File: config.mk
export PLATFORM = sky130hd
export DESIGN_NAME = apcs_top
export DESIGN_NICKNAME = d
export VERILOG_FILES = /design/src/apcs_pkg.sv /design/src/apcs_tick_gen.sv /design/src/apcs_top.sv
export SDC_FILE = /design/constraint.sdc
export NUM_CORES = 1
export LEC_CHECK = 0
export ABC_AREA = 1
export BUFFER_PORTS_ARGS = -buffer_cell sky130_fd_sc_hd__buf_4
export CAP_MARGIN = 10
export CORE_MARGIN = 4
export CORE_UTILIZATION = 55
export DETAILED_ROUTE_END_ITERATION = 8
export PLACE_DENSITY = 0.76
export SYNTH_ARGS = -nofsm -noshare
export SYNTH_HDL_FRONTEND = slang
export SYNTH_SLANG_ARGS = --single-unit
File: constraint.sdc
create_clock -name clk_i -period 2.8 [get_ports clk_i]
set_clock_uncertainty 0.2 [all_clocks]
set_input_delay 0.28 -clock clk_i [delete_from_list [all_inputs] [get_ports clk_i]]
set_output_delay 0.28 -clock clk_i [all_outputs]
set_load 0.01 [all_outputs]
File: src/apcs_pkg.sv
// Purpose: Shared constants for the converter control sequencer
// Assumes: System clock of 125 MHz
// Notes:   Counts are in conversion clock ticks unless named _CYC
// ============================================================
// Package
package apcs_pkg;
  localparam int unsigned DATA_W         = 8;
  localparam int unsigned CTRL_W         = 6;
  // Bus index field and register indices
  localparam int unsigned IDX_HI         = 7;
  localparam int unsigned IDX_LO         = 6;
  localparam logic [1:0]  IDX_CONV       = 2'h0;
  localparam logic [1:0]  IDX_FMT        = 2'h1;
  localparam logic [CTRL_W-1:0] CTRL_RST = 6'h00;
  // Conversion control fields
  localparam int unsigned BIT_START      = 5;
  localparam int unsigned BIT_STYLE      = 4;
  localparam int unsigned BIT_CLOCK_SOURCE_SELECT     = 3;
  localparam int unsigned BIT_SWPD       = 2;
  // Format control fields
  localparam int unsigned BIT_TWOS       = 1;
  localparam int unsigned BIT_FAST       = 4;
  // Conversion timing in conversion clock ticks
  localparam int unsigned TOTAL_TICKS    = 16;
  localparam int unsigned SAMPLE_TICKS   = 6;
  localparam int unsigned CONV_TICKS     = TOTAL_TICKS - SAMPLE_TICKS;
  localparam int unsigned APD_MIN_TICKS  = 1;
  localparam int unsigned APD_WAKE_TICKS = 1;
  localparam int unsigned CPD_MIN_TICKS  = 2;
  localparam int unsigned CPD_WAKE_TICKS = 2;
  // Oscillator emulation
  localparam int unsigned CLK_PERIOD_NS  = 8;
  localparam int unsigned OSC_SLOW_NS    = 100;
  localparam int unsigned OSC_FAST_NS    = 50;
  localparam int unsigned OSC_SLOW_CYC   = OSC_SLOW_NS / CLK_PERIOD_NS;
  localparam int unsigned OSC_FAST_CYC   = OSC_FAST_NS / CLK_PERIOD_NS;
  localparam logic [3:0]  TICK_CNT_ZERO  = 4'h0;

  typedef enum logic [2:0] {
    ST_IDLE    = 3'b000,
    ST_WAKE    = 3'b001,
    ST_SAMPLE  = 3'b010,
    ST_CONVERT = 3'b011,
    ST_DONE    = 3'b100,
    ST_AUTO_PD = 3'b101,
    ST_CS_PD   = 3'b110
  } apcs_state_e;
endpackage : apcs_pkg

File: src/apcs_tick_gen.sv
// Purpose: Conversion clock tick from gated oscillator or external clock
// Assumes: ext_clk_s_i already synchronised to clk_i
// Notes:   Oscillator divider restarts from zero when run_i rises
`timescale 1ns/1ns
`default_nettype none
module apcs_tick_gen
  import apcs_pkg::*;
#(
  parameter int unsigned SLOW_DIV = OSC_SLOW_CYC,
  parameter int unsigned FAST_DIV = OSC_FAST_CYC
) (
  input  wire logic clk_i,
  input  wire logic rst_n_i,
  input  wire logic ext_sel_i,
  input  wire logic fast_i,
  input  wire logic run_i,
  input  wire logic ext_clk_s_i,
  output logic      tick_o
);
  initial begin
    if (SLOW_DIV < 2 || SLOW_DIV > 16 || FAST_DIV < 2 || FAST_DIV > 16) begin
      $error("apcs_tick_gen: divider out of range");
    end
  end

  logic [3:0] div_ff, nxt_div;
  logic       ext_q_ff;
  logic [3:0] div_last;
  logic       osc_tick;

  assign div_last = fast_i ? 4'(FAST_DIV - 1) : 4'(SLOW_DIV - 1);
  assign osc_tick = run_i && (div_ff == div_last);
  // External clock is always the reference when selected
  assign tick_o   = ext_sel_i ? (ext_clk_s_i && !ext_q_ff) : osc_tick;

  always_comb begin
    nxt_div = div_ff;
    if (!run_i || osc_tick) begin
      nxt_div = TICK_CNT_ZERO;
    end else begin
      nxt_div = div_ff + 4'h1;
    end
  end

  always_ff @(posedge clk_i or negedge rst_n_i) begin
    if (!rst_n_i) begin
      div_ff   <= TICK_CNT_ZERO;
      ext_q_ff <= 1'b0;
    end else begin
      div_ff   <= nxt_div;
      ext_q_ff <= ext_clk_s_i;
    end
  end
endmodule : apcs_tick_gen
`default_nettype wire

File: src/apcs_top.sv
// Purpose: Control and sequencing of an 8-bit parallel-port converter
// Assumes: Pins asynchronous to clk_i; code from SAR core on conv_code_i
// Notes:   Bus drive is split into data_o and data_oe_o
`timescale 1ns/1ns
`default_nettype none
module apcs_top
  import apcs_pkg::*;
(
  input  wire logic              clk_i,
  input  wire logic              resetn_i,
  input  wire logic              cs_n_i,
  input  wire logic              wr_n_i,
  input  wire logic              rd_n_i,
  input  wire logic              hw_convert_trigger_n_i,
  input  wire logic              ext_clk_i,
  input  wire logic [DATA_W-1:0] data_i,
  input  wire logic [DATA_W-1:0] conv_code_i,
  output logic      [DATA_W-1:0] data_o,
  output logic                   data_oe_o,
  output logic                   eoc_n_o,
  output logic                   sampling_o,
  output logic                   converting_o,
  output logic                   comparator_en_o,
  output logic                   clk_buffer_en_o,
  output logic                   auto_power_down_o,
  output logic                   deep_power_down_o
);
  // ============================================================
  // Reset and pin synchronisers
  logic [1:0] rst_sync_ff;
  logic       rst_n;
  logic [4:0] pin_a_ff, pin_b_ff, pin_q_ff;
  logic [DATA_W-1:0] dat_a_ff, dat_s_ff;

  always_ff @(posedge clk_i or negedge resetn_i) begin
    if (!resetn_i) begin
      rst_sync_ff <= 2'h0;
    end else begin
      rst_sync_ff <= {rst_sync_ff[0], 1'b1};
    end
  end
  assign rst_n = rst_sync_ff[1];

  always_ff @(posedge clk_i or negedge rst_n) begin
    if (!rst_n) begin
      // Select resets low so a reset cannot fake a deselect power down
      pin_a_ff <= 5'h0e;
      pin_b_ff <= 5'h0e;
      pin_q_ff <= 5'h0e;
      dat_a_ff <= 8'h00;
      dat_s_ff <= 8'h00;
    end else begin
      pin_a_ff <= {ext_clk_i, hw_convert_trigger_n_i, rd_n_i, wr_n_i, cs_n_i};
      pin_b_ff <= pin_a_ff;
      pin_q_ff <= pin_b_ff;
      dat_a_ff <= data_i;
      dat_s_ff <= dat_a_ff;
    end
  end

  logic cs_s, wr_s, rd_s, trg_s, ext_s;
  logic wr_rise, rd_fall, rd_rise, trg_fall;
  assign {ext_s, trg_s, rd_s, wr_s, cs_s} = pin_b_ff;
  assign wr_rise  = wr_s && !pin_q_ff[1];
  assign rd_fall  = !rd_s && pin_q_ff[2];
  assign rd_rise  = rd_s && !pin_q_ff[2];
  assign trg_fall = !trg_s && pin_q_ff[3];

  // ============================================================
  // Control registers
  logic [CTRL_W-1:0] conv_ctrl_ff, nxt_conv_ctrl;
  logic [CTRL_W-1:0] fmt_ctrl_ff, nxt_fmt_ctrl;
  logic [DATA_W-1:0] wdat_ff, nxt_wdat;
  logic              hw_cfg_ff, nxt_hw_cfg;
  logic              wr_commit, dummy_rd, start_eff;

  assign wr_commit = wr_rise && !cs_s;
  assign dummy_rd  = rd_fall && !wr_s && !cs_s;

  always_comb begin
    nxt_conv_ctrl = conv_ctrl_ff;
    nxt_fmt_ctrl  = fmt_ctrl_ff;
    nxt_hw_cfg    = hw_cfg_ff;
    nxt_wdat      = wdat_ff;
    // Bus data held on the last cycle the strobe is low
    if (!wr_s && !cs_s && !hw_cfg_ff) begin
      nxt_wdat = dat_s_ff;
    end
    if (dummy_rd) begin
      nxt_conv_ctrl = CTRL_RST;
      nxt_fmt_ctrl  = CTRL_RST;
      nxt_hw_cfg    = 1'b1;
    end else if (wr_commit) begin
      nxt_hw_cfg = 1'b0;
      if (!hw_cfg_ff) begin
        case (wdat_ff[IDX_HI:IDX_LO])
          IDX_CONV: nxt_conv_ctrl = wdat_ff[CTRL_W-1:0];
          IDX_FMT:  nxt_fmt_ctrl  = wdat_ff[CTRL_W-1:0];
          default:  nxt_conv_ctrl = conv_ctrl_ff;
        endcase
      end
    end
  end

  always_ff @(posedge clk_i or negedge rst_n) begin
    if (!rst_n) begin
      conv_ctrl_ff <= CTRL_RST;
      fmt_ctrl_ff  <= CTRL_RST;
      wdat_ff      <= 8'h00;
      hw_cfg_ff    <= 1'b0;
    end else begin
      conv_ctrl_ff <= nxt_conv_ctrl;
      fmt_ctrl_ff  <= nxt_fmt_ctrl;
      wdat_ff      <= nxt_wdat;
      hw_cfg_ff    <= nxt_hw_cfg;
    end
  end

  logic sw_start, level_style, ext_sel, soft_pd;
  assign sw_start    = conv_ctrl_ff[BIT_START];
  assign level_style = conv_ctrl_ff[BIT_STYLE];
  assign ext_sel     = conv_ctrl_ff[BIT_CLOCK_SOURCE_SELECT];
  assign soft_pd     = conv_ctrl_ff[BIT_SWPD];
  // Software start of the write that sets the start bit itself
  assign start_eff = (wr_commit && wdat_ff[IDX_HI:IDX_LO] == IDX_CONV)
                     ? wdat_ff[BIT_START] : sw_start;

  // ============================================================
  // Conversion clock
  logic tick, osc_run;
  apcs_tick_gen u_tick (
    .clk_i       (clk_i),
    .rst_n_i     (rst_n),
    .ext_sel_i   (ext_sel),
    .fast_i      (fmt_ctrl_ff[BIT_FAST]),
    .run_i       (osc_run),
    .ext_clk_s_i (ext_s),
    .tick_o      (tick)
  );

  // ============================================================
  // Sequencer
  apcs_state_e state_ff, nxt_state;
  logic [3:0]  cnt_ff, nxt_cnt;
  logic [3:0]  wake_ff, nxt_wake;
  logic [DATA_W-1:0] result_ff, nxt_result;
  logic        trigger;

  assign trigger = !cs_s && (start_eff
                   ? ((wr_commit && !hw_cfg_ff) || rd_rise)
                   : trg_fall);
  // Oscillator runs in every state except ST_IDLE and ST_AUTO_PD
  assign osc_run = (state_ff != ST_IDLE) &&
                   (state_ff != ST_AUTO_PD);

  always_comb begin
    nxt_state  = state_ff;
    nxt_cnt    = cnt_ff;
    nxt_wake   = wake_ff;
    nxt_result = result_ff;
    if (cs_s && state_ff != ST_CS_PD) begin
      nxt_state = ST_CS_PD;
      nxt_cnt   = TICK_CNT_ZERO;
    end else begin
      case (state_ff)
        ST_IDLE, ST_DONE: begin
          if (trigger) begin
            nxt_state = ST_SAMPLE;
            nxt_cnt   = TICK_CNT_ZERO;
          end else if (state_ff == ST_DONE && rd_fall) begin
            nxt_state = ST_IDLE;
          end else if (state_ff == ST_DONE && tick) begin
            nxt_state = ST_AUTO_PD;
            nxt_cnt   = TICK_CNT_ZERO;
          end
        end
        ST_AUTO_PD: begin
          if (trigger) begin
            nxt_state = ST_WAKE;
            nxt_cnt   = TICK_CNT_ZERO;
            nxt_wake  = 4'(APD_WAKE_TICKS);
          end
        end
        ST_CS_PD: begin
          if (tick && cnt_ff < 4'(CPD_MIN_TICKS)) begin
            nxt_cnt = cnt_ff + 4'h1;
          end
          if (!cs_s && cnt_ff >= 4'(CPD_MIN_TICKS)) begin
            nxt_state = ST_WAKE;
            nxt_cnt   = TICK_CNT_ZERO;
            nxt_wake  = 4'(CPD_WAKE_TICKS);
          end
        end
        ST_WAKE: begin
          if (tick) begin
            nxt_cnt = cnt_ff + 4'h1;
            if (cnt_ff == wake_ff - 4'h1) begin
              nxt_cnt   = TICK_CNT_ZERO;
              nxt_state = (wake_ff == 4'(CPD_WAKE_TICKS))
                          ? ST_IDLE : ST_SAMPLE;
            end
          end
        end
        ST_SAMPLE: begin
          if (!sw_start) begin
            if (trg_s) begin
              nxt_state = ST_CONVERT;
              nxt_cnt   = TICK_CNT_ZERO;
            end
          end else if (tick) begin
            nxt_cnt = cnt_ff + 4'h1;
            if (cnt_ff == 4'(SAMPLE_TICKS - 1)) begin
              nxt_state = ST_CONVERT;
              nxt_cnt   = TICK_CNT_ZERO;
            end
          end
        end
        ST_CONVERT: begin
          if (tick) begin
            nxt_cnt = cnt_ff + 4'h1;
            if (cnt_ff == 4'(CONV_TICKS - 1)) begin
              nxt_state  = ST_DONE;
              nxt_cnt    = TICK_CNT_ZERO;
              nxt_result = conv_code_i;
            end
          end
        end
        default: begin
          nxt_state = ST_IDLE;
          nxt_cnt   = TICK_CNT_ZERO;
        end
      endcase
    end
  end

  always_ff @(posedge clk_i or negedge rst_n) begin
    if (!rst_n) begin
      state_ff  <= ST_IDLE;
      cnt_ff    <= TICK_CNT_ZERO;
      wake_ff   <= TICK_CNT_ZERO;
      result_ff <= 8'h00;
    end else begin
      state_ff  <= nxt_state;
      cnt_ff    <= nxt_cnt;
      wake_ff   <= nxt_wake;
      result_ff <= nxt_result;
    end
  end

  // ============================================================
  // Host read port and status outputs
  logic [DATA_W-1:0] dout_ff, nxt_dout;
  logic              oe_ff, nxt_oe, eoc_n_ff, nxt_eoc_n;

  always_comb begin
    nxt_dout = dout_ff;
    nxt_oe   = oe_ff && !rd_s && !cs_s;
    if (rd_fall && !cs_s && wr_s) begin
      nxt_oe   = 1'b1;
      nxt_dout = fmt_ctrl_ff[BIT_TWOS]
                 ? {~result_ff[DATA_W-1], result_ff[DATA_W-2:0]}
                 : result_ff;
    end
    if (level_style) begin
      nxt_eoc_n = (nxt_state != ST_CONVERT);
    end else begin
      nxt_eoc_n = (nxt_state != ST_DONE);
    end
  end

  always_ff @(posedge clk_i or negedge rst_n) begin
    if (!rst_n) begin
      dout_ff  <= 8'h00;
      oe_ff    <= 1'b0;
      eoc_n_ff <= 1'b1;
    end else begin
      dout_ff  <= nxt_dout;
      oe_ff    <= nxt_oe;
      eoc_n_ff <= nxt_eoc_n;
    end
  end

  assign data_o            = dout_ff;
  assign data_oe_o         = oe_ff;
  assign eoc_n_o           = eoc_n_ff;
  assign sampling_o        = (state_ff == ST_SAMPLE);
  assign converting_o      = (state_ff == ST_CONVERT);
  assign auto_power_down_o = (state_ff == ST_AUTO_PD);
  assign deep_power_down_o = (state_ff == ST_CS_PD) || soft_pd;
  assign comparator_en_o   = !auto_power_down_o && !deep_power_down_o;
  assign clk_buffer_en_o   = comparator_en_o;
endmodule : apcs_top
`default_nettype wire

# Yosys cells after proc, flatten, opt, wreduce, memory -nomap -nowiden
# Cells that the tools add are included.
[totals] ff_bits=86 inputBits=23 output_inout_bits=16 wordCells=158
[op_classes] n_addsub=3 magnitude_cmp=2 n_eq_ne=27 n_mux=53 bitwise_logic=2 n_reduce_logical=52
[op_table] cell="two-way mux 4 bit" count=19
[op_table] cell="two-way mux 3 bit" count=14
[op_table] cell="logical AND 1 bit" count=25
[op_table] cell="two-way mux 6 bit" count=4
[op_table] cell="one-hot mux 4 bit (6 select lines)" count=1
[op_table] cell="two-way mux 5 bit" count=4
[op_table] cell="one-hot mux 3 bit (6 select lines)" count=1
[op_table] cell="inequality test 3 bit, second input constant" count=4
[op_table] cell="inequality test 4 bit, second input constant" count=3
[op_table] cell="zero test 1 bit" count=11
[op_table] cell="equality test 3 bit, second input constant" count=3
[op_table] cell="adder 4 x 1 -> 4 bit, second input constant" count=2
[op_table] cell="equality test 4 bit" count=2
[op_table] cell="two-way mux 8 bit" count=1
[op_table] cell="one-hot mux 4 bit (2 select lines)" count=1
[op_table] cell="AND reduction 4 bit" count=2
[op_table] cell="AND reduction 8 bit" count=1
[op_table] cell="nonzero test 2 bit" count=4
[op_table] cell="two-way mux 1 bit" count=7
[op_table] cell="equality test 3 x 2 -> 1 bit, second input constant" count=2
[op_table] cell="inequality test 3 x 2 -> 1 bit, second input constant" count=2
[op_table] cell="AND reduction 3 bit" count=2
[op_table] cell="equality test 4 x 2 -> 1 bit, second input constant" count=1
[op_table] cell="equality test 4 x 3 -> 1 bit, second input constant" count=1
[op_table] cell="18 further kinds" count=22

# Depth between registers and ports, before layout
# Gate-level depths: netlist of the first run.
[depth] ltp_word=12 mapped_depth=15 ltp_nobuf=15

# Cells and area by module
# From an unflattened synthesis of the first run, not the netlist that was laid out.
[unflattened] hier_cells=341 area_unflattened_um2=3240.6
[modules_own_cells] mod="apcs_top" n_inst=1 cells_each=311 area_each_um2=2985.4 seq_area_each_um2=1764.2
[modules_own_cells] mod="apcs_tick_gen" n_inst=1 cells_each=30 area_each_um2=255.2 seq_area_each_um2=125.1

# Worst setup path before layout of the first run
# Ideal clock, no wire load.
[synth_path] path_type="register to register" from="register wake_ff[0]" to="register eoc_n_ff (netlist: eoc_n_o)" t_arrival_ns=1.592 required_ns=2.525 path_slack_ns=0.933 path_stages_with_launch=15 period_less_slack_ns=1.867 path_cell_list="dfrtp_1 -> inv_1 -> ha_1 -> xor2_1 -> o21ai_0 -> nor2_1 -> nand2_1 -> nand2_1 -> nand2_1 -> nor2_1 -> nand3_1 -> nand2_1 -> nand2_1 -> nand2_1 -> nand2_1"
[synth_between] elab_chain_len=8 elab_cells_between_ends=11 classes_between="add/sub (1); eq/ne (4); mux (6)"
[synth_lines] element="start: declaration" line_no="apcs_top.sv:145" rtl="logic [3:0] wake_ff, nxt_wake;"
[synth_lines] element="start signal: assignment" line_no="apcs_top.sv:245" rtl="wake_ff <= nxt_wake;"
[synth_lines] element="subtractor 4 x 1 -> 4 bit or equality test 4 x 2 -> 1 bit (tied branches)" line_no="apcs_top.sv:197, apcs_top.sv:199"
[synth_lines] element="equality test 4 bit or two-way mux 2 bit (tied branches)" line_no="apcs_top.sv:197, apcs_top.sv:200"
[synth_lines] element="two-way mux 3 bit *" line_no="apcs_top.sv:197" rtl="if (cnt_ff == wake_ff - 4'h1) begin"
[synth_lines] element="two-way mux 3 bit *" line_no="apcs_top.sv:195" rtl="if (tick) begin"
[synth_lines] element="one-hot mux 3 bit (6 select lines) *" line_no="apcs_top.sv:165" rtl="case (state_ff)"
[synth_lines] element="two-way mux 3 bit *" line_no="apcs_top.sv:161" rtl="if (cs_s && state_ff != ST_CS_PD) begin"
[synth_lines] element="inequality test 3 bit or inequality test 3 x 2 -> 1 bit (tied branches)" line_no="apcs_top.sv:267, apcs_top.sv:265"
[synth_lines] element="two-way mux 1 bit *" line_no="apcs_top.sv:264" rtl="if (level_style) begin"
[synth_lines] element="named net nxt_eoc_n" line_no="apcs_top.sv:253" rtl="logic oe_ff, nxt_oe, eoc_n_ff, nxt_eoc_n;"
[synth_lines] element="end signal: assignment" line_no="apcs_top.sv:279" rtl="eoc_n_ff <= nxt_eoc_n;"
[synth_lines] element="end: declaration" line_no="apcs_top.sv:253"
# The timed path passes the listed nets; every way through them passes the cells marked *.
# A chain may end at the register's enable or synchronous reset.

# Final worst setup path of the first run
[layout_path] from="register pin_b_ff[1]" to="register cnt_ff[1]"
[layout_between] elab_chain_len=9 elab_cells_between_ends=15 classes_between="eq/ne (3); mux (5); reduce/logical (7)"
[layout_lines] element="start: declaration" line_no="apcs_top.sv:32" rtl="logic [4:0] pin_a_ff, pin_b_ff, pin_q_ff;"
[layout_lines] element="start signal: assignment" line_no="apcs_top.sv:54" rtl="pin_b_ff <= pin_a_ff;"
[layout_lines] element="logical AND 1 bit *" line_no="apcs_top.sv:64" rtl="assign wr_rise = wr_s && !pin_q_ff[1];"
[layout_lines] element="logical AND 1 bit *" line_no="apcs_top.sv:77" rtl="assign wr_commit = wr_rise && !cs_s;"
[layout_lines] element="logical AND 1 bit, on equally long branches" line_no="apcs_top.sv:125, apcs_top.sv:150"
[layout_lines] element="two-way mux 1 bit or logical OR 1 bit (tied branches)" line_no="apcs_top.sv:126, apcs_top.sv:150"
[layout_lines] element="two-way mux 1 bit *" line_no="apcs_top.sv:150" rtl="? ((wr_commit && !hw_cfg_ff) || rd_rise)"
[layout_lines] element="logical AND 1 bit *" line_no="apcs_top.sv:149" rtl="assign trigger = !cs_s && (start_eff"
[layout_lines] element="two-way mux 4 bit" line_no="apcs_top.sv:167" rtl="if (trigger) begin"
[layout_lines] element="one-hot mux 4 bit (6 select lines)" line_no="apcs_top.sv:165"
[layout_lines] element="two-way mux 4 bit" line_no="apcs_top.sv:161"
[layout_lines] element="end signal: assignment" line_no="apcs_top.sv:244" rtl="cnt_ff <= nxt_cnt;"
[layout_lines] element="end: declaration" line_no="apcs_top.sv:144" rtl="logic [3:0] cnt_ff, nxt_cnt;"
# Every way passes the cells marked *; elsewhere a longest branch is shown, timed or not.

==> results.md, run 1 <==
* Clk pwr share at 23.1%
* Antenna Nets Post-Route at 0
* Combinational fraction of design power at 33.6%
* Status: complete, no violations
* Fin. Hold Viols at 0
* Psw at ~0.0012 W
* Vias in the first global route at between 2000 and 2500
* Syn nets at 359
* GRT Resource Usage Total at 19.48%
* Crit Path Category: reg2reg
* PnR worst setup slack at around 0.66 ns
* GP Congestion at 0.8738
* Clock Latency Late Sink at ~0.35 ns
* Achievable frequency at between 0.4 and 0.5 GHz
* Dpl ws at 0.6851 ns
* Setup TNS at 0 ns
* Root Driver: clkbuf_8
* Core ar. at 5574 um2
* DP Wirelength at 4.182 mm
* Sw Share at between 30% and 40%
* Die width at 84.06 um
* Actual slew at the worst max-slew pin at 0.5859 ns
* Worst hold path class: in2reg
* CTS tree: yes
* WP data arrival at 2.18 ns
* R2R Setup Slk at roughly 0.66 ns
* Mapped Cells at 330
* Fin nets at 424
* P&R area growth vs syn at 23.67%
* # H-tree levels at 3
* Number of synthesized flops with an enable pin at 0
* CP endpoint kind: flop
* Antenna violations before repair at 0
* Worst-path clk slew at 0.08 ns
* Syn. warnings at 0
* Clock tree sinks at 75
* Worst-case clock buffer depth at 2
* Post-synth ARST share at 100.0%
* Io pins at 39
* Flop pwr share at 43.3%
* Layout cells sized above 1 at 22.50%
* Max-slew headroom at 60.94%
* Pins over their slew limit at 0
* Crit share post-route at 76.39%
* Post-synthesis area per instance at 9.642 um2
* Hold slack final at 0.01799 ns
* Die Span Y at around 84 um
* # port buffers at 37
* RSZ-0062 raised after global routing: false
* Wire per inst at 12.90 um
* Diode count at 0
* First-pass GRT wire length at 10.96 mm
* Count of cell types in the netlist at 35
* Min Tclk post-route at 2.139 ns
* Peak supply drop at between 0.5 and 0.6 mV
* Initial detailed-routing violation count at 157
* Tot Pwr at 0.003308 W
* WL final at 6.087 mm
* Via Count at 2413
* Top-area cell type share of the netlist area at 51.12%
* Crit path launch type: flop
* Internal Power at around 0.0021 W
* DR pass1 iterations at 5
* Post-synthesis sequential area ratio at between 50% and 60%
* # setup viols final at 0
* Mean number of vias per cell at 5.112
* Pwr Density at 840.6 nW/um2
* Num rows at 27
* CTS Buf Count at 9
* Die area at slightly above 7000 um2
* DRC violations left at 0
* Worst EP required at 2.84 ns
* CP Max Fanout at 5
* Initial Util at 57.08%
* Largest net degree at the start of global routing at between 40 and 50
* Max-cap violations at 0
* Synth area leader: dfrtp_1
* Grt ovf at 0
* Yosys reg bits at 75
* Cell area after synthesis at approximately 3200 um2
* Main flop type after synthesis: dfrtp_1
* Lkg Pwr at 1.956 nW
* Post-CTS Setup Repair Bufs at 0
* Synth top area cells: dfrtp_1 (51%), dfstp_2 (8.3%), nand2_1 (7.7%), nand3_1 (4.2%), nor2_1 (4.1%)
* Core Util, Final at 70.59%
[cell usage in the layout, fill, tap and decap left out, types with 2 or more instances in the layout]
| master | n |
|---|---|
| clkinv_4 | 2 |
| o211ai_1 | 3 |
| dfrtp_1 | 64 |
| nor3_2 | 2 |
| buf_4 | 37 |
| nor2_2 | 3 |
| clkbuf_8 | 10 |
| xor2_1 | 3 |
| inv_6 | 2 |
| a21boi_0 | 2 |
| mux2_2 | 5 |
| nand3b_1 | 6 |
| xnor2_1 | 2 |
| o21ai_1 | 3 |
| ha_1 | 6 |
| dlygate4sd3_1 | 20 |
| a21oi_1 | 14 |
| nand2_1 | 65 |
| nor2_1 | 35 |
| nand2_2 | 5 |
| inv_2 | 6 |
| o21ai_0 | 18 |
| dfstp_2 | 10 |
| nand4_1 | 3 |
| inv_1 | 31 |
| nand3_1 | 27 |
| o21a_1 | 2 |
[through the flow]
stage | std cells | area, um2
6_report | 472 | 3935
5_1_grt | 472 | 3935
4_1_cts | 472 | 3935
3_5_place_dp | 436 | 3550
3_3_place_gp | 436 | 3550
2_1_floorplan | 330 | 3182
[cell type report]
class | count | area, um2
sequential | 75 | 1891
clock inverter | 6 | 47.55
multi-input combinational | 213 | 1129
fill | 426 | 1639
clock buffer | 10 | 137.6
inverter | 38 | 142.6
timing repair buffer | 58 | 498.0
tap | 72 | 90.09
[path summary, 6_finish.rpt]
check | from | end | cells past startpoint
worst max-delay path | pin_b_ff[1]$_DFF_PN1_ | cnt_ff[1]$_DFFE_PN0P_ | 13
worst min-delay path | conv_code_i[0] | result_ff[0]$_DFFE_PN0P_ | 3
worst max register to register | pin_b_ff[1]$_DFF_PN1_ | cnt_ff[1]$_DFFE_PN0P_ | 13
worst min register to register | rst_sync_ff[1]$_DFF_PN0_ | dat_a_ff[1]$_DFF_PN0_ | 0
max in group asynchronous | rst_sync_ff[1]$_DFF_PN0_ | eoc_n_o$_DFF_PN1_ | 1
min in group asynchronous | resetn_i | rst_sync_ff[0]$_DFF_PN0_ | 2
[registers in the layout, indices dropped and copies added (netlist names)]
signal and cells:
data_o 8, result_ff 8, dat_a_ff 7, dat_s_ff 7, wdat_ff 7, pin_a_ff 5, pin_b_ff 5, cnt_ff 4
conv_ctrl_ff 4, u_tick.div_ff 4, pin_q_ff 3, state_ff 3, fmt_ctrl_ff 2, rst_sync_ff 2, wake_ff 2, data_oe_o 1
eoc_n_o 1, hw_cfg_ff 1, u_tick.ext_q_ff 1
[repair_timing]
item                       4_1_cts  5_1_grt
setup endpoints to repair        0        0
resized for setup                0        0
hold buffers                    20        0
hold endpoints to repair        21        0
[synthesized netlist by cell type (all sizes together), types with 2 or more instances]
| master | number |
|---|---|
| mux2 | 6 |
| a21oi | 14 |
| inv | 37 |
| xor2 | 3 |
| dfstp | 10 |
| o21ai | 21 |
| nand4 | 4 |
| ha | 6 |
| nor2 | 38 |
| xnor2 | 2 |
| nor3 | 2 |
| a21boi | 2 |
| nand2 | 71 |
| nand3b | 6 |
| buf | 3 |
| o211ai | 3 |
| o21a | 2 |
| nand3 | 28 |
| dfrtp | 65 |
[power groups by stage]
| stage | combinational, W | sequential, W | clock (W) |
|---|---|---|---|
| detailed placement | 0.00108 | 0.00145 | 0 |
| global placement | 0.00106 | 0.00145 | 0 |
| CTS | 0.00111 | 0.00143 | 0.000777 |
| floorplan | 0.000769 | 0.00143 | 0 |
| finish | 0.00111 | 0.00143 | 0.000764 |
| global route | 0.00127 | 0.00146 | 0.000843 |
[metal layers]
metal / track usage (%) / share of wire (%) / vias up
met5: 0 / 0 / -
met4: 8.626 / 1.3 / 0
met3: 3.751 / 3.9 / 12
met2: 31.92 / 50 / 60
met1: 25.10 / 45 / 1143
li1: - / - / 1198
[logic make-up (layout without fill, tap and decap cells)]
| group | after synthesis | in the layout | share of synthesized area, % |
|---|---|---|---|
| AOI/OAI and AO/OA | 45 | 45 | 7.983 |
| muxes | 6 | 6 | 2.123 |
| buffers and inverters | 42 | 112 | 5.151 |
| and+or+nand+nor | 150 | 150 | 21.51 |
| xor gates and xnor gates | 5 | 5 | 1.377 |
| adders and majority gates | 6 | 6 | 2.359 |
| DFF | 75 | 75 | 59.38 |
| other | 1 | 1 | 0.1179 |
[worst max-delay path, stage by stage (launching register included)]
cell and delay [ns]:
dfstp_2 0.58, inv_1 0.06, nor3_2 0.19, nand2_1 0.08, nand2_1 0.08, nand2_1 0.05
nand2_1 0.09, nand3_2 0.13, a21oi_1 0.16, nand2_1 0.08, nand2_2 0.11, nand2_2 0.09
nand2_1 0.07, nand2_1 0.05
Power figures use the tool's default switching activity.
==> run 2: changes to the inputs <==
==> constraint.sdc (replaced) <==
create_clock -name clk_i -period 2.1 [get_ports clk_i]
set_clock_uncertainty 0.2 [all_clocks]
set_input_delay 0.21 -clock clk_i [delete_from_list [all_inputs] [get_ports clk_i]]
set_output_delay 0.21 -clock clk_i [all_outputs]
set_load 0.01 [all_outputs]
==> run 2 against run 1 <==
Combinational power grew 50%. Worst hold slack better by 0.031 ns. Count of clock-buffer cells in the layout rose by 2. Critical path depth stayed put. Clock power is 36% higher.
==> results.md, run 2 (synthesis gave the netlist of run 1 again) <==
* DR pass1 iterations at 4 (-1)
* Fin. Hold Viols at 0 (unchanged)
* Core ar. at 5574 um2 (unchanged)
* Antenna Nets Post-Route at 0 (unchanged)
* WP data arrival at 2.05 ns (-0.13 ns)
* Pwr Density at 1120 nW/um2 (+33%)
* Multi-input logic area at 1175 um2 (+4.1%)
* CTS tree: yes
* Initial detailed-routing violation count at 146 (-7.0%)
* Pins over their slew limit at 0 (unchanged)
* Finished Cell Area at 4109 um2 (+4.4%)
* Io pins at 39 (unchanged)
* Crit. Startpoint: pin_b_ff[1]$_DFF_PN1_
* Via Count at 2518 (+4.4%)
* Worst hold path class: reg2async
* First-pass GRT wire length at 11.04 mm (+0.69%)
* Commonest non-fill, non-tap cells in the layout: nand2_1 (63), dfrtp_1 (63), buf_4 (51)
* Fin nets at 440 (+3.8%)
* Register area at 1892 um2 (about the same)
* Die area at 7066 um2 (unchanged)
* Clock Latency Late Sink at 0.33 ns (-0.02 ns)
* CP Max Fanout at 5 (unchanged)
* CP endpoint kind: flop
* Wire per inst at 13.51 um (+4.8%)
* # setup viols final at 0 (unchanged)
* Fillers at 411 (-3.5%)
* CTS Buf Count at 9 (unchanged)
* Crit path launch type: flop
* GP Congestion at 0.8980 (+2.8%)
* Vias in the first global route at 2397 (-0.37%)
* Peak supply drop at 0.7397 mV (+47%)
* Die Span Y at 84.06 um (unchanged)
* WL final at 6.594 mm (+8.3%)
* GRT Resource Usage Total at 19.53% (+0.051 points)
* Max-cap violations at 0 (unchanged)
* Grt ovf at 0 (unchanged)
* Setup TNS at 0 ns (unchanged)
* Lkg Pwr at 2.035 nW (+4.1%)
* R2R Setup Slk at 0.08 ns (-0.58 ns)
* Largest net degree at the start of global routing at 45 (-4.3%)
* RSZ-0062 raised after global routing: true
* DRC violations left at 0 (unchanged)
* FF-to-FF Start: pin_b_ff[1]$_DFF_PN1_
* Antenna violations before repair at 0 (unchanged)
* Num rows at 27 (unchanged)
* # port buffers at 37 (unchanged)
* Crit share post-route at 96.31% (+20 points)
* Worst-case clock buffer depth at 2 (unchanged)
* Achievable frequency at 0.4944 GHz (+5.8%)
* Mean number of vias per cell at 5.160 (+0.93%)
* Worst-path clk slew at 0.07 ns (about the same)
* Die width at 84.06 um (unchanged)
* Initial Util at 57.08% (unchanged)
* Worst EP required at 2.13 ns (-0.71 ns)
* Layout cells sized above 1 at 26.92% (+4.4 points)
* Root Driver: clkbuf_8
* Area of placed instances at 3625 um2 (+2.1%)
* P&R area growth vs syn at 29.14%
* Status: complete, no violations
* Clock tree sinks at 75 (unchanged)
* Crit Path Category: reg2reg
* Diode count at 0 (unchanged)
* # H-tree levels at 3 (unchanged)
* DP Wirelength at 4.476 mm (+7.0%)
* Min Tclk post-route at 2.023 ns (-0.1164 ns)
-- run 2: layout make-up --
type | count | area share [%]
timing repair buffer | 74 | 15.16
inverter | 38 | 3.471
clock buffer | 12 | 3.289
tap | 72 | 2.192
clock inverter | 4 | 1.248
multi-input combinational | 213 | 28.59
sequential | 75 | 46.04
-- run 2: timing repair --
action                                  CTS  global route
endpoints found under the hold margin    22             0
resized for setup                         0            14
endpoints found under the setup margin    1             6
pin swaps                                 1             4
hold buffers                             22             0
buffers inserted                          1             3
cloned                                    0             0
-- run 2: path summary, 6_finish.rpt --
| kind | depth (start not counted) | end |
|---|---|---|
| max reg2reg | 13 | cnt_ff[2]$_DFFE_PN0P_ |
| min | 1 | dat_s_ff[1]$_DFF_PN0_ |
| min reg2reg | 1 | dat_s_ff[1]$_DFF_PN0_ |
| min in group clk_i | 0 | pin_b_ff[0]$_DFF_PN0_ |
| max | 13 | cnt_ff[2]$_DFFE_PN0P_ |
| max in group asynchronous | 3 | rst_sync_ff[1]$_DFF_PN0_ |
-- run 2: routing by layer --
metal,vias to the layer above,share of wire (%),GRT usage [%]
met5,-,0,0
met4,0,1.9,7.456
met3,13,5.0,3.455
met2,69,52,33.57
met1,1201,42,24.46
li1,1235,-,-
-- run 2: critical path: stages, from the launching register on --
cell and delay, ns:
dfstp_2 0.57, inv_2 0.06, nor3_4 0.16, nand2_1 0.09
nand2_2 0.08, nand2_1 0.07, nand2_2 0.09, nand3_4 0.10
a21oi_2 0.12, nand2_1 0.07, nand2_2 0.12, nand2_2 0.09
nand2_1 0.06, nand2_1 0.05
-- run 2: metrics by stage --
step	cells	hold WS (ns)	total power (W)	utilization [%]	worst slack [ns]
floorplan	330	-0.2856	0.002933	-	0.2328
CTS	485	0.06546	0.004531	72.46	0.003096
detailed placement	446	-0.2013	0.003437	65.03	0.004854
finish	488	0.04919	0.004600	73.71	0.07740
global route	488	0.09643	0.004915	73.71	-0.04731
global placement	446	-0.2065	0.003376	65.03	0.09579
-- run 2: report_power, final --
group | switching (W) | total, W | internal (W)
Combinational | 0.000950 | 0.00166 | 0.000709
Sequential | 0.000203 | 0.00190 | 0.00170
Clock | 0.000484 | 0.00104 | 0.000553
==> run 3: changes to the inputs <==
--- a/config.mk
+++ b/config.mk
@@ -8,6 +8,7 @@
 export ABC_AREA = 1
 export BUFFER_PORTS_ARGS = -buffer_cell sky130_fd_sc_hd__buf_4
 export CAP_MARGIN = 10
+export CORE_ASPECT_RATIO = 1.2
 export CORE_MARGIN = 4
 export CORE_UTILIZATION = 55
 export DETAILED_ROUTE_END_ITERATION = 8
==> run 3 against run 2 <==
Via count down 3.1%. Design area down 1.1%. Combinational power about the same.
==> results.md, run 3 (synthesis gave the netlist of run 1 again) <==
* Largest net degree at the start of global routing at 44 (-2.2%)
* Busiest grt layer: met2
* Fin nets at 437 (-0.68%)
* Wire per inst at 12.88 um (-4.7%)
* Crit share post-route at 98.86% (+2.5 points)
* Pwr Density at 1110 nW/um2 (-0.90%)
* # setup viols final at 0 (unchanged)
* Clock tree sinks at 75 (unchanged)
* P&R area growth vs syn at 27.76%
* First-pass GRT wire length at 9.929 mm (-10%)
* Met3 Use GR at 4.861% (+1.4 points)
* CP Max Fanout at 5 (unchanged)
* Diode count at 0 (unchanged)
* Worst hold path class: reg2async
* Core ar. at 5630 um2 (+1.0%)
* Initial Util at 56.51% (-0.57 points)
* Peak supply drop at 0.6987 mV (-5.5%)
* Io pins at 39 (unchanged)
* PnR worst setup slack at 0.02397 ns (-0.05343 ns)
* Worst-path clk slew at 0.08 ns (about the same)
* Worst-case clock buffer depth at 2 (unchanged)
* Vias in the first global route at 2262 (-5.6%)
* Lkg Pwr at 2.027 nW (-0.42%)
* Clock Latency Late Sink at 0.35 ns (+0.02 ns)
* WP data arrival at 2.12 ns (+0.07 ns)
* DRC violations left at 0 (unchanged)
* Crit Path Category: reg2reg
* Worst EP required at 2.14 ns (about the same)
* DR pass1 iterations at 5 (+1)
* Most common cell after layout, fill and taps aside: dfrtp_1
* Num rows at 30 (+11%)
* Crit path launch type: flop
* Dpl ws at 0.03688 ns (+0.03203 ns)
* DP Wirelength at 4.158 mm (-7.1%)
* RSZ-0062 raised after global routing: true
* Min Tclk post-route at 2.076 ns (+0.05343 ns)
* Layout cells sized above 1 at 26.88% (-0.047 points)
* CTS tree: yes
* Met2 usage at 29.76% (-3.8 points)
* CP endpoint kind: flop
* Fin. Hold Viols at 0 (unchanged)
* Grt ovf at 0 (unchanged)
* R2R Setup Slk at 0.02 ns (-0.05 ns)
* WL final at 6.144 mm (-6.8%)
* GP Congestion at 0.8538 (-4.9%)
* GRT Resource Usage Total at 18.03% (-1.5 points)
* Commonest non-fill, non-tap cells in the layout: dfrtp_1 (64), nand2_1 (61), buf_4 (48)
* Antenna violations before repair at 0 (unchanged)
* Antenna Nets Post-Route at 0 (unchanged)
* # port buffers at 37 (unchanged)
* # H-tree levels at 3 (unchanged)
* Die Span Y at 91.32 um (+8.6%)
* Max-cap violations at 0 (unchanged)
* Core Util, Final at 72.20% (-1.5 points)
* Status: complete, no violations
* Mean number of vias per cell at 5.115 (-0.86%)
* Initial detailed-routing violation count at 177 (+21%)
* Pins over their slew limit at 0 (unchanged)
* Die width at 77.43 um (-7.9%)
* Die area at 7071 um2 (about the same)
* Via Count at 2440 (-3.1%)
* CTS Buf Count at 9 (unchanged)
* Root Driver: clkbuf_8
* Achievable frequency at 0.4817 GHz (-2.6%)
* GRT met1 Usage at 22.10% (-2.4 points)
## run 3: cell count changes in the layout (fill, tap and decap cells not counted), moves of 2 or more
cell,delta
buf_4,-3
nand2_1,-2
clkbuf_1,-3
clkinv_4,+2
clkinv_2,+2
## run 3: critical path, cell delays in order (launching register included)
cell,delay [ns]
dfstp_2,0.58
inv_2,0.06
nor3_4,0.20
nand2_1,0.10
nand2_2,0.09
nand2_2,0.05
nand2_2,0.09
nand3_4,0.09
a21oi_2,0.12
nand2_1,0.07
nand2_2,0.14
nand2_4,0.08
nand2_1,0.06
nand2_1,0.05
## run 3: worst paths after layout
check	startpoint	to	cells past startpoint
min	rst_sync_ff[1]$_DFF_PN0_	wdat_ff[5]$_DFFE_PN0P_	1
max reg2reg	pin_b_ff[1]$_DFF_PN1_	cnt_ff[3]$_DFFE_PN0P_	13
max	pin_b_ff[1]$_DFF_PN1_	cnt_ff[3]$_DFFE_PN0P_	13
min in group clk_i	dat_a_ff[6]$_DFF_PN0_	dat_s_ff[6]$_DFF_PN0_	0
min reg2reg	rst_sync_ff[1]$_DFF_PN0_	wdat_ff[5]$_DFFE_PN0P_	1
max in group asynchronous	resetn_i	rst_sync_ff[1]$_DFF_PN0_	3
## run 3: layout make-up
cell class / count / area, um2
sequential: 75 / 1891
fill: 422 / 1565
multi-input combinational: 213 / 1177
timing repair buffer: 71 / 600.6
inverter: 38 / 142.6
clock buffer: 9 / 123.9
tap: 64 / 80.08
clock inverter: 7 / 50.05
## run 3: through the flow
| stage | cells | hold slack, ns | setup TNS, ns | area, um2 | total power [W] |
|---|---|---|---|---|---|
| after CTS | 474 | 0.05228 | 0 | 3994 | 0.004433 |
| after global placement | 436 | -0.2066 | 0 | 3600 | 0.003369 |
| after detailed placement | 436 | -0.2048 | 0 | 3600 | 0.003413 |
| after global routing | 477 | 0.07437 | -0.4745 | 4065 | 0.004826 |
| final | 477 | 0.04050 | 0 | 4065 | 0.004510 |
| after floorplan | 330 | -0.2856 | 0 | 3183 | 0.002933 |
## run 3: report_power, final
part           leakage, nW  internal (W)  switching (W)  total [W]
sequential           0.891       0.00170       0.000201    0.00190
combinational         1.04      0.000692       0.000954    0.00165
clock               0.0937      0.000434       0.000530   0.000964
## run 3: layer usage
layer / vias to the layer above / wire, um / share of wire [%]
li1: 1225 / - / -
met1: 1150 / 2571 / 42
met2: 54 / 3184 / 52
met3: 11 / 269 / 4.4
met4: 0 / 117 / 1.9
met5: - / 0 / 0
## run 3: what timing repair did
item                                   in CTS  in global routing
endpoints found under the hold margin      22                  0
buffers inserted                            0                  3
resized for setup                           0                 15
hold buffers                               22                  0
setup endpoints to repair                   0                  8
